$ cat src/cbi_params.svh
/*
 constants of the c-bit status and counter saturation interrupt latch:
 register indices, field positions and reset values.
 assumes it is included by cbi_irq_latch.sv by bare name; cbi_pkg.sv does not include it.
*/
// Operation
// - one latched request bit per bit of the c-bit status register
// - interrupt active while a c-bit request and its mask bit are both 1
// - reading the c-bit request register clears its set bits
// - rise and fall bits pick entry, exit or both edges for setting requests
// - bit 7 sets when the receive fcs error counter saturates
// - bit 6 sets when the receive abort counter saturates
// - bit 5 sets when the far-end block / f-and-m error counter saturates
// - bit 4 sets when the c-bit parity / frames counter saturates
// - bit 3 sets when the p-bit parity counter saturates
// - bit 2 sets when the f-bits and m-bits in error counter saturates
// - bit 1 sets when the c1-equal-zero counter saturates
// - bit 0 sets when the m-bits in error counter saturates
// - saturation requests stay latched until read; the read clears only the bits it reported
// - interrupt active while a saturation request and its mask bit are 1
`ifndef CBI_PARAMS_SVH
`define CBI_PARAMS_SVH

// ----------------------------------------------------------------
// register indices, byte address is four times the index
// ----------------------------------------------------------------
`define CBI_IDX_STATUS     6'h03
`define CBI_IDX_REQ_CBIT   6'h2a
`define CBI_IDX_REQ_SAT    6'h2b
`define CBI_IDX_MASK_CBIT  6'h33
`define CBI_IDX_MASK_SAT   6'h34
`define CBI_IDX_EDGE_CTRL  6'h3f

// ----------------------------------------------------------------
// field positions
// ----------------------------------------------------------------
`define CBI_EDGE_RISE_BIT  1
`define CBI_EDGE_FALL_BIT  0
`define CBI_FCS_BIT        7
`define CBI_ABORT_BIT      6
`define CBI_FEBE_BIT       5
`define CBI_CPAR_BIT       4
`define CBI_PPAR_BIT       3
`define CBI_FMERR_BIT      2
`define CBI_C1Z_BIT        1
`define CBI_MERR_BIT       0

// ----------------------------------------------------------------
// reset values
// ----------------------------------------------------------------
`define CBI_REQ_RST        8'h00
`define CBI_MASK_RST       8'h00
`define CBI_RISE_RST       1'b1
`define CBI_FALL_RST       1'b0
`define CBI_RDAT_RST       8'h00

`endif

$ cat src/cbi_pkg.sv
/*
 types of the interrupt latch: bus carriers, saturation flags, state.
 assumes cbi_params.svh sits in the same folder.
*/
package cbi_pkg;

	// ----------------------------------------------------------------
	// wishbone carriers
	// ----------------------------------------------------------------
	typedef struct packed {
		logic        cyc;
		logic        stb;
		logic        we;
		logic [3:0]  sel;
		logic [7:0]  adr;
		logic [31:0] dat;
	} cbi_wb_req_t;

	typedef struct packed {
		logic        ack;
		logic [31:0] dat;
	} cbi_wb_rsp_t;

	// saturation flags of the eight counters, msb first
	typedef struct packed {
		logic fcs_count_full_req;
		logic abort_count_full_req;
		logic farend_block_err_count_full_req;
		logic cparity_count_full_req;
		logic pparity_count_full_req;
		logic frame_multiframe_err_count_full_req;
		logic c1_zero_count_full_req;
		logic multiframe_err_count_full_req;
	} cbi_sat_t;

	// state of the edge detector
	typedef struct packed {
		logic [7:0] prev;
	} cbi_edge_state_t;

	// state of the top module
	typedef struct packed {
		logic [7:0] req_cbit;
		logic [7:0] req_sat;
		logic [7:0] mask_cbit;
		logic [7:0] mask_sat;
		logic       rise;
		logic       fall;
		logic       ack;
		logic [7:0] rdat;
		logic       irq;
	} cbi_state_t;

endpackage

$ cat src/cbi_irq_latch.sv
/*
 c-bit status and counter saturation interrupt request latch with a
 classic wishbone slave, mask registers and one level interrupt output.
 assumes status and saturation flags are levels from logic on clk_i,
 and a classic single cycle wishbone master.
*/
`include "cbi_params.svh"

module cbi_irq_latch
(
	input  wire logic                clk_i,
	input  wire logic                rst_i,
	input  wire cbi_pkg::cbi_wb_req_t wb_i,
	output cbi_pkg::cbi_wb_rsp_t      wb_o,
	input  wire logic [7:0]          cbit_status_i,
	input  wire cbi_pkg::cbi_sat_t    sat_i,
	output logic                     irq_o
);
	import cbi_pkg::*;

	// ----------------------------------------------------------------
	// declarations
	// ----------------------------------------------------------------
	cbi_state_t st;
	cbi_state_t next_st;
	logic [7:0] hit_cbit;
	logic [7:0] hit_sat;
	logic       start;
	logic       commit;
	logic       wr_lo;
	logic       rd_commit;
	logic [7:0] clr_cbit;
	logic [7:0] clr_sat;
	logic [7:0] rd_mux;

	// address decode against a register index
	function automatic logic idx_hit(input logic [7:0] adr, input logic [5:0] idx);
		idx_hit = (adr[7:2] == idx);
	endfunction

	// ----------------------------------------------------------------
	// edge detection
	// ----------------------------------------------------------------
	// one detector per request register
	cbi_edge8 u_edge_cbit
	(
		.clk_i  (clk_i),
		.rst_i  (rst_i),
		.cond_i (cbit_status_i),
		.rise_i (st.rise),
		.fall_i (st.fall),
		.hit_o  (hit_cbit)
	);

	cbi_edge8 u_edge_sat
	(
		.clk_i  (clk_i),
		.rst_i  (rst_i),
		.cond_i (sat_i),
		.rise_i (st.rise),
		.fall_i (st.fall),
		.hit_o  (hit_sat)
	);

	// ----------------------------------------------------------------
	// bus strobes
	// ----------------------------------------------------------------
	// start of access, and the edge where ack is seen by the master
	assign start     = wb_i.cyc & wb_i.stb & ~st.ack;
	assign commit    = wb_i.cyc & wb_i.stb & st.ack;
	assign wr_lo     = commit & wb_i.we & wb_i.sel[0];
	assign rd_commit = commit & ~wb_i.we;

	// read data select, unmapped reads as zero
	always_comb
	begin
		rd_mux = 8'h00;
		if (idx_hit(wb_i.adr, `CBI_IDX_STATUS))
			rd_mux = cbit_status_i;
		else if (idx_hit(wb_i.adr, `CBI_IDX_REQ_CBIT))
			rd_mux = st.req_cbit;
		else if (idx_hit(wb_i.adr, `CBI_IDX_REQ_SAT))
			rd_mux = st.req_sat;
		else if (idx_hit(wb_i.adr, `CBI_IDX_MASK_CBIT))
			rd_mux = st.mask_cbit;
		else if (idx_hit(wb_i.adr, `CBI_IDX_MASK_SAT))
			rd_mux = st.mask_sat;
		else if (idx_hit(wb_i.adr, `CBI_IDX_EDGE_CTRL))
		begin
			rd_mux[`CBI_EDGE_RISE_BIT] = st.rise;
			rd_mux[`CBI_EDGE_FALL_BIT] = st.fall;
		end
	end

	// read clear only drops the bits that were reported
	always_comb
	begin
		clr_cbit = 8'h00;
		clr_sat  = 8'h00;
		if (rd_commit && idx_hit(wb_i.adr, `CBI_IDX_REQ_CBIT))
			clr_cbit = st.rdat;
		if (rd_commit && idx_hit(wb_i.adr, `CBI_IDX_REQ_SAT))
			clr_sat = st.rdat;
	end

	// ----------------------------------------------------------------
	// next state
	// ----------------------------------------------------------------
	always_comb
	begin
		next_st     = st;
		next_st.ack = start;
		if (start)
			next_st.rdat = wb_i.we ? 8'h00 : rd_mux;
		if (wr_lo && idx_hit(wb_i.adr, `CBI_IDX_MASK_CBIT))
			next_st.mask_cbit = wb_i.dat[7:0];
		if (wr_lo && idx_hit(wb_i.adr, `CBI_IDX_MASK_SAT))
			next_st.mask_sat = wb_i.dat[7:0];
		if (wr_lo && idx_hit(wb_i.adr, `CBI_IDX_EDGE_CTRL))
		begin
			next_st.rise = wb_i.dat[`CBI_EDGE_RISE_BIT];
			next_st.fall = wb_i.dat[`CBI_EDGE_FALL_BIT];
		end
		// set wins over a read clear in the same cycle
		next_st.req_cbit = (st.req_cbit & ~clr_cbit) | hit_cbit;
		next_st.req_sat  = (st.req_sat & ~clr_sat) | hit_sat;
		// interrupt from the values that the registers take at this edge
		next_st.irq = (|(next_st.req_cbit & next_st.mask_cbit))
		            | (|(next_st.req_sat & next_st.mask_sat));
	end

	// state register
	always_ff @(posedge clk_i)
	begin
		if (rst_i)
		begin
			st.req_cbit  <= `CBI_REQ_RST;
			st.req_sat   <= `CBI_REQ_RST;
			st.mask_cbit <= `CBI_MASK_RST;
			st.mask_sat  <= `CBI_MASK_RST;
			st.rise      <= `CBI_RISE_RST;
			st.fall      <= `CBI_FALL_RST;
			st.ack       <= 1'b0;
			st.rdat      <= `CBI_RDAT_RST;
			st.irq       <= 1'b0;
		end
		else
			st <= next_st;
	end

	// outputs straight from flip-flops, upper data bits read as zero
	assign wb_o.ack = st.ack;
	assign wb_o.dat = {24'h000000, st.rdat};
	assign irq_o    = st.irq;
endmodule

$ cat src/cbi_edge8.sv
/*
 eight-bit edge detector with entry and exit select.
 assumes conditions come from logic on the same clock.
*/
module cbi_edge8
(
	input  wire logic       clk_i,
	input  wire logic       rst_i,
	input  wire logic [7:0] cond_i,
	input  wire logic       rise_i,
	input  wire logic       fall_i,
	output logic      [7:0] hit_o
);
	import cbi_pkg::*;

	cbi_edge_state_t st;
	cbi_edge_state_t next_st;

	// ----------------------------------------------------------------
	// edge select
	// ----------------------------------------------------------------
	// entry, exit or both edges flag a hit
	always_comb
	begin
		next_st.prev = cond_i;
		hit_o = (cond_i & ~st.prev & {8{rise_i}})
		      | (~cond_i & st.prev & {8{fall_i}});
	end

	// previous condition register
	always_ff @(posedge clk_i)
	begin
		if (rst_i)
			st.prev <= 8'h00;
		else
			st <= next_st;
	end

endmodule

$ cat config.mk
export PLATFORM = sky130hd
export DESIGN_NAME = cbi_irq_latch
export DESIGN_NICKNAME = d
export VERILOG_FILES = /design/src/cbi_pkg.sv /design/src/cbi_irq_latch.sv /design/src/cbi_edge8.sv
export VERILOG_INCLUDE_DIRS = /design/src
export SDC_FILE = /design/constraint.sdc
export NUM_CORES = 1
export LEC_CHECK = 0
export BUFFER_PORTS_ARGS = -buffer_cell sky130_fd_sc_hd__buf_2
export CORE_UTILIZATION = 40
export DETAILED_ROUTE_END_ITERATION = 10
export HOLD_SLACK_MARGIN = 0.02
export PLACE_DENSITY = 0.79
export SLEW_MARGIN = 20
export SYNTH_ARGS = -nofsm -noshare
export SYNTH_HDL_FRONTEND = slang
export SYNTH_HIERARCHICAL = 1
export SYNTH_SLANG_ARGS = --single-unit
$ cat constraint.sdc
create_clock -name clk_i -period 1.95 [get_ports clk_i]
set_input_delay 0.195 -clock clk_i [delete_from_list [all_inputs] [get_ports clk_i]]
set_output_delay 0.195 -clock clk_i [all_outputs]
set_load 0.03 [all_outputs]
==> metrics.csv, run 1 <==
metric,value,unit
Worst path max stage delay,0.35,ns
Total Nets Final,470,
post-route cell area,0.00370,sq mm
post-synth cell types,37,
Hold Path Class,in2reg,
Post-synth EDFFs,0,
FF+latch area,0.00120,sq mm
final number of max-transition violations,0,
placed cells,491,
FMAX,518,MHz
placer congestion estimate,0.819,
number of max-cap violations,0,
Comb power frac,0.116,
antenna-violating nets left,0,
diode count,0,
critical path startpoint category,flip-flop,
"Cell Area, Placed",0.00338,sq mm
Mapped Area,0.00304,sq mm
vias in the first global route,2441,
Wirelength per Cell,15.4,um
CP Max Fanout,8,
status,finished clean,
CTS sink count,60,
initial antenna violation count,0,
Port-buffer cells,45,
Final Hold Viols,0,
Clock Tree Root,clkbuf_8,
slew margin rel.,0.599,
dominant cells by area after synthesis,"dfxtp_1 (39%), buf_4 (8.6%), mux2i_1 (7.6%)",
"Data arrival, critical path",2.14,ns
clock slew at reported path FFs,0.06,ns
#FFs+latches synth,60,
"Seq/Total Area, Yosys",0.395,
RSZ-0062 raised after global routing,true,
share of power burned in the clock network,0.404,
hold_buf cts,0,
fill count,664,
Iteration-0 DRC Markers,260,
Core Footprint,0.00729,sq mm
Setup Skew,0.00523,ns
DIE HEIGHT,89.2,um
Worst path slowest cell,dfxtp_2,
slew at the pin with the worst max-slew slack,0.599,ns
CTS tree,done,
GRT overflow,0,
async set-reset flop share out of synthesis,0,
Final WS setup,0.0199,ns
"count leader, synth",dfxtp_1,
CTS Buffer Depth,2,
Leak,0.00143,uW
Pwr per Cell Area,730,mW/mm^2
CP required,2.16,ns
Total Wirelength,7820,um
worst skew pair latency,0.33,ns
Die Span X,89.2,um
area of the multi-input gates,0.00170,sq mm
Worst setup EP type,flip-flop,
Switching Power,679,uW
initial core utilization,0.417,
dominant synthesized flop cell,dfxtp_1,
Internal,2030,uW
Yosys Warn Count,6,
largest net degree at the start of global routing,35,
IO Count,99,
min cycle time layout,1.93,ns
Non-Filler Instances,507,
total chip power,2710,uW
H-Tree Depth,3,
drt first pass iters,5,
layout cells sized above 1,0.279,
first-pass GRT wire length,11600,um
DP Wirelength,5600,um
pre-CTS worst setup slack,-0.183,ns
Vias/cell,5.35,
die footprint,0.00796,sq mm
Post-Syn Instances,343,
# rows,31,
Max VDD drop,463,uV
sw frac,0.251,
area share of the largest cell type after synthesis,0.395,
Synth Area per Inst,8.87,sq um
worst-path cell chain,nand3_4 > nor4_4 > buf_12 > mux2i_4 > o22ai_2 > nor4_2 > a31oi_1,
"Setup violations, final",0,
Total GRT Usage,0.197,
number of vias in the routed layout,2712,
crit share post-route,0.990,
sequential fraction of design power,0.480,
Synth top cells by count,"dfxtp_1 (60), nor2_1 (47), buf_4 (35)",
Residual DRC,0,
post-layout util,0.508,
area delta synth->final,21.8,%
Crit Path Class,reg2reg,
CTS Buf Count,9,
Synth area leader,dfxtp_1,
## metal layers
metal	up-vias	global-route usage	wire length (um)
met2	123	0.321	3740
met3	27	0.0499	558
li1	1300	-	-
met4	0	0.0981	228
met1	1262	0.242	3290
met5	-	0	0
## worst max-delay path, delay by kind of cell, from the launching register on
family                 cells  cell delay, ns
AO/OA/AOI/OAI              2            0.21
buffers and inverters      1            0.21
flip-flops                 1            0.35
multiplexers               1            0.28
AND/OR/NAND/NOR            3            0.76
## final timing paths
check | depth (start not counted) | end | slack, ns | start
worst max-delay path | 7 | irq_o | 0.02 | wb_o[32]
worst min-delay path | 2 | u_edge_sat/st[3] | 0.10 | sat_i[3]
worst max register to register | 7 | irq_o | 0.02 | wb_o[32]
worst min register to register | 2 | st[24] | 0.55 | st[24]
## per-stage QoR
stage	setup TNS [ns]	hold slack, ns
final	0	0.102
after global routing	-0.0460	0.102
after CTS	0	0.0917
after detailed placement	-0.183	0.447
after global placement	-0.111	0.434
after floorplan	0	0.267
## logic make-up after synthesis
| family | after synthesis | synth area share |
|---|---|---|
| compound gates | 72 | 0.173 |
| buf+inv | 53 | 0.114 |
| flops | 60 | 0.395 |
| mux | 23 | 0.0757 |
| other cells | 1 | 0.00123 |
| simple gates | 134 | 0.241 |
## registers in the layout, indices dropped and copies added, names as in the netlist
register	count
irq_o	1
u_edge_sat/st	8
st	34
wb_o	9
u_edge_cbit/st	8
## power by group through the flow
stage | registers [uW] | logic [uW] | clock network, uW
floorplan | 1320 | 234 | 0
global placement | 1320 | 289 | 0
detailed placement | 1320 | 298 | 0
CTS | 1300 | 300 | 1110
global route | 1300 | 344 | 1160
finish | 1300 | 314 | 1090
## cell usage in the layout (no fill, tap or decap), types with 12 or more instances in the layout
cell type	instances
a22oi_1	12
a311oi_1	16
buf_2	45
buf_4	26
conb_1	24
dfxtp_1	58
mux2i_1	14
nand2_1	24
nand3b_1	18
nor2_1	47
nor2b_1	17
o21ai_1	12
## area by class of cell
cell class	count	area share
Clock inverter	2	0.00946
Timing Repair Buffer	73	0.124
Multi-Input combinational cell	253	0.458
Tap cell	99	0.0334
Sequential cell	60	0.325
Clock buffer	12	0.0419
Inverter	8	0.00811
## repair_timing
action                     in CTS  in global routing
pin swaps                       1                  6
gates resized for setup         1                 21
buffers inserted                0                  2
setup endpoints to repair       1                  1
Power figures use the tool's default switching activity.
==> run 2: changes to the inputs <==
--- a/config.mk
+++ b/config.mk
@@ -8,6 +8,8 @@
 export LEC_CHECK = 0
 export BUFFER_PORTS_ARGS = -buffer_cell sky130_fd_sc_hd__buf_2
 export CORE_UTILIZATION = 40
+export CTS_BUF_LIST = sky130_fd_sc_hd__clkbuf_8
+export CTS_CLUSTER_DIAMETER = 50
 export DETAILED_ROUTE_END_ITERATION = 10
 export HOLD_SLACK_MARGIN = 0.02
 export PLACE_DENSITY = 0.79
==> run 2 against run 1 <==
Fmax grew 0.60%. Combinational power hardly changed. Via count decreased by 0.15%. Flip-flop and latch count stayed put. Critical path type unchanged. Final cell count unchanged. Register-to-register slack about the same. Sequential power barely moved. Clock power about the same. Clock skew barely moved.
==> metrics.csv, run 2 (synthesis results as in run 1) <==
metric,value,unit,change
Internal,2020,uW,was 2030 uW
CP Max Fanout,8,,unchanged
share of power burned in the clock network,0.404,,about the same
sw frac,0.253,,was 0.251
DP Wirelength,5600,um,unchanged
Worst setup EP type,flip-flop,,unchanged
slew margin rel.,0.599,,about the same
Total GRT Usage,0.197,,unchanged
fill count,664,,unchanged
sequential fraction of design power,0.480,,about the same
Die Span X,89.2,um,unchanged
worst-path cell chain,nand3_4 > nor4_4 > buf_12 > mux2i_4 > o22ai_2 > nor4_2 > a31oi_1,,unchanged
vias in the first global route,2441,,unchanged
Hold Path End,u_edge_sat/st[3],,unchanged
layout cells sized above 1,0.279,,unchanged
Vias/cell,5.34,,was 5.35
# rows,31,,unchanged
area delta synth->final,21.8,%,unchanged
"commonest cells after routing, fill and taps aside","dfxtp_1 (58), nor2_1 (47), buf_2 (45)",,unchanged
Iteration-0 DRC Markers,260,,unchanged
Hold Crit Start,sat_i[3],,unchanged
max reg flops,34,,unchanged
Comb power frac,0.116,,about the same
FMAX,521,MHz,was 518 MHz
slew at the pin with the worst max-slew slack,0.602,ns,was 0.599 ns
Max VDD drop,465,uV,was 463 uV
Pwr per Cell Area,730,mW/mm^2,about the same
H-Tree Depth,3,,unchanged
CP required,2.17,ns,was 2.16 ns
largest net degree at the start of global routing,35,,unchanged
min cycle time layout,1.92,ns,was 1.93 ns
antenna-violating nets left,0,,unchanged
Worst path slowest cell,dfxtp_2,,unchanged
Clock Tree Root,clkbuf_8,,unchanged
clock slew at reported path FFs,0.06,ns,about the same
hold path depth,2,,unchanged
Residual DRC,0,,unchanged
post-layout util,0.508,,unchanged
"Setup violations, final",0,,unchanged
Worst path max stage delay,0.35,ns,about the same
Hold Path Class,in2reg,,unchanged
CTS Buf Count,9,,unchanged
GRT overflow,0,,unchanged
first-pass GRT wire length,11600,um,unchanged
number of max-cap violations,0,,unchanged
diode count,0,,unchanged
worst skew pair latency,0.34,ns,was 0.33 ns
Biggest register,st,,unchanged
Setup Skew,0.00529,ns,was 0.00523 ns
CTS tree,done,,unchanged
RSZ-0062 raised after global routing,true,,unchanged
number of vias in the routed layout,2708,,"was 2,712"
Switching Power,685,uW,was 679 uW
final number of max-transition violations,0,,unchanged
DIE HEIGHT,89.2,um,unchanged
drt first pass iters,5,,unchanged
Total Wirelength,7850,um,was 7820 um
critical path startpoint category,flip-flop,,unchanged
Port-buffer cells,45,,unchanged
worst r2r path cells,7,,unchanged
Reg2Reg Launch Point,wb_o[32],,unchanged
CTS Buffer Depth,2,,unchanged
CTS sink count,60,,unchanged
initial core utilization,0.417,,unchanged
initial antenna violation count,0,,unchanged
Final Hold Viols,0,,unchanged
Core Footprint,0.00729,sq mm,unchanged
IO Count,99,,unchanged
"setup slack, reg-to-reg",0.03,ns,was 0.02 ns
status,finished clean,,unchanged
"Data arrival, critical path",2.13,ns,was 2.14 ns
Leak,0.00144,uW,was 0.00143 uW
Total Nets Final,470,,unchanged
Crit Path Class,reg2reg,,unchanged
"most common cell after layout, fill and taps aside",dfxtp_1,,unchanged
placed cells,491,,unchanged
placer congestion estimate,0.819,,unchanged
die footprint,0.00796,sq mm,unchanged
crit share post-route,0.984,,was 0.990
Reg2Reg Capture Point,irq_o,,unchanged
Non-Filler Instances,507,,unchanged
Wirelength per Cell,15.5,um,was 15.4 um
run 2: power by group through the flow:
stage | Combinational [uW] | Sequential [uW] | Clock [uW]
after floorplan | 234 | 1320 | 0
after CTS | 300 | 1300 | 1110
after global placement | 289 | 1320 | 0
final | 314 | 1300 | 1090
after global routing | 344 | 1300 | 1160
after detailed placement | 298 | 1320 | 0
run 2: metrics by stage:
step	hold slack, ns	total power, uW	worst slack [ns]	cell area, sq um	setup TNS (ns)
finish	0.0998	2710	0.0315	3700	0
global route	0.102	2800	-0.0454	3700	-0.0454
CTS	0.0917	2700	0.0465	3580	0
detailed placement	0.447	1620	-0.183	3380	-0.183
global placement	0.434	1610	-0.111	3380	-0.111
floorplan	0.267	1550	0.0140	3130	0
run 2: worst max path at each step:
stage	from	to	slack (ns)	depth (start not counted)
2_1_floorplan	wb_o[32]	irq_o	0.01	6
3_3_place_gp	wb_i[34]	irq_o	-0.11	8
3_5_place_dp	wb_i[34]	irq_o	-0.18	8
4_1_cts	wb_o[32]	irq_o	0.05	7
5_1_grt	wb_o[32]	irq_o	-0.05	7
6_report	wb_o[32]	irq_o	0.03	7
run 2: per-layer routing:
layer  vias up  wire [um]  GRT usage
met5         -          0          0
met4         0        237     0.0981
met3        25        609     0.0499
met2       130       3760      0.321
met1      1252       3250      0.242
li1       1301          -          -
run 2: area by class of cell:
| class | instances | area, sq um | area share |
|---|---|---|---|
| multi-input cells | 253 | 1700 | 0.458 |
| flip-flops and latches | 60 | 1200 | 0.325 |
| repair buffers | 73 | 460 | 0.124 |
| clock buffers | 11 | 151 | 0.0409 |
| well taps | 99 | 124 | 0.0334 |
| clock inverters | 3 | 38.8 | 0.0105 |
| inverters | 8 | 30.0 | 0.00811 |
run 2: timing repair:
item / 4_1_cts / 5_1_grt
buffers inserted: 0 / 2
pin swaps: 1 / 6
setup endpoints to repair: 1 / 1
hold buffers: 0 / 0
resized for setup: 1 / 21
run 2: worst max-delay path, delay by kind of cell (launching register included):
kind / cells / cell delay [ns]
buffers and inverters: 1 / 0.21
DFF: 1 / 0.35
AOI/OAI and AO/OA: 2 / 0.22
and+or+nand+nor: 3 / 0.75
muxes: 1 / 0.27
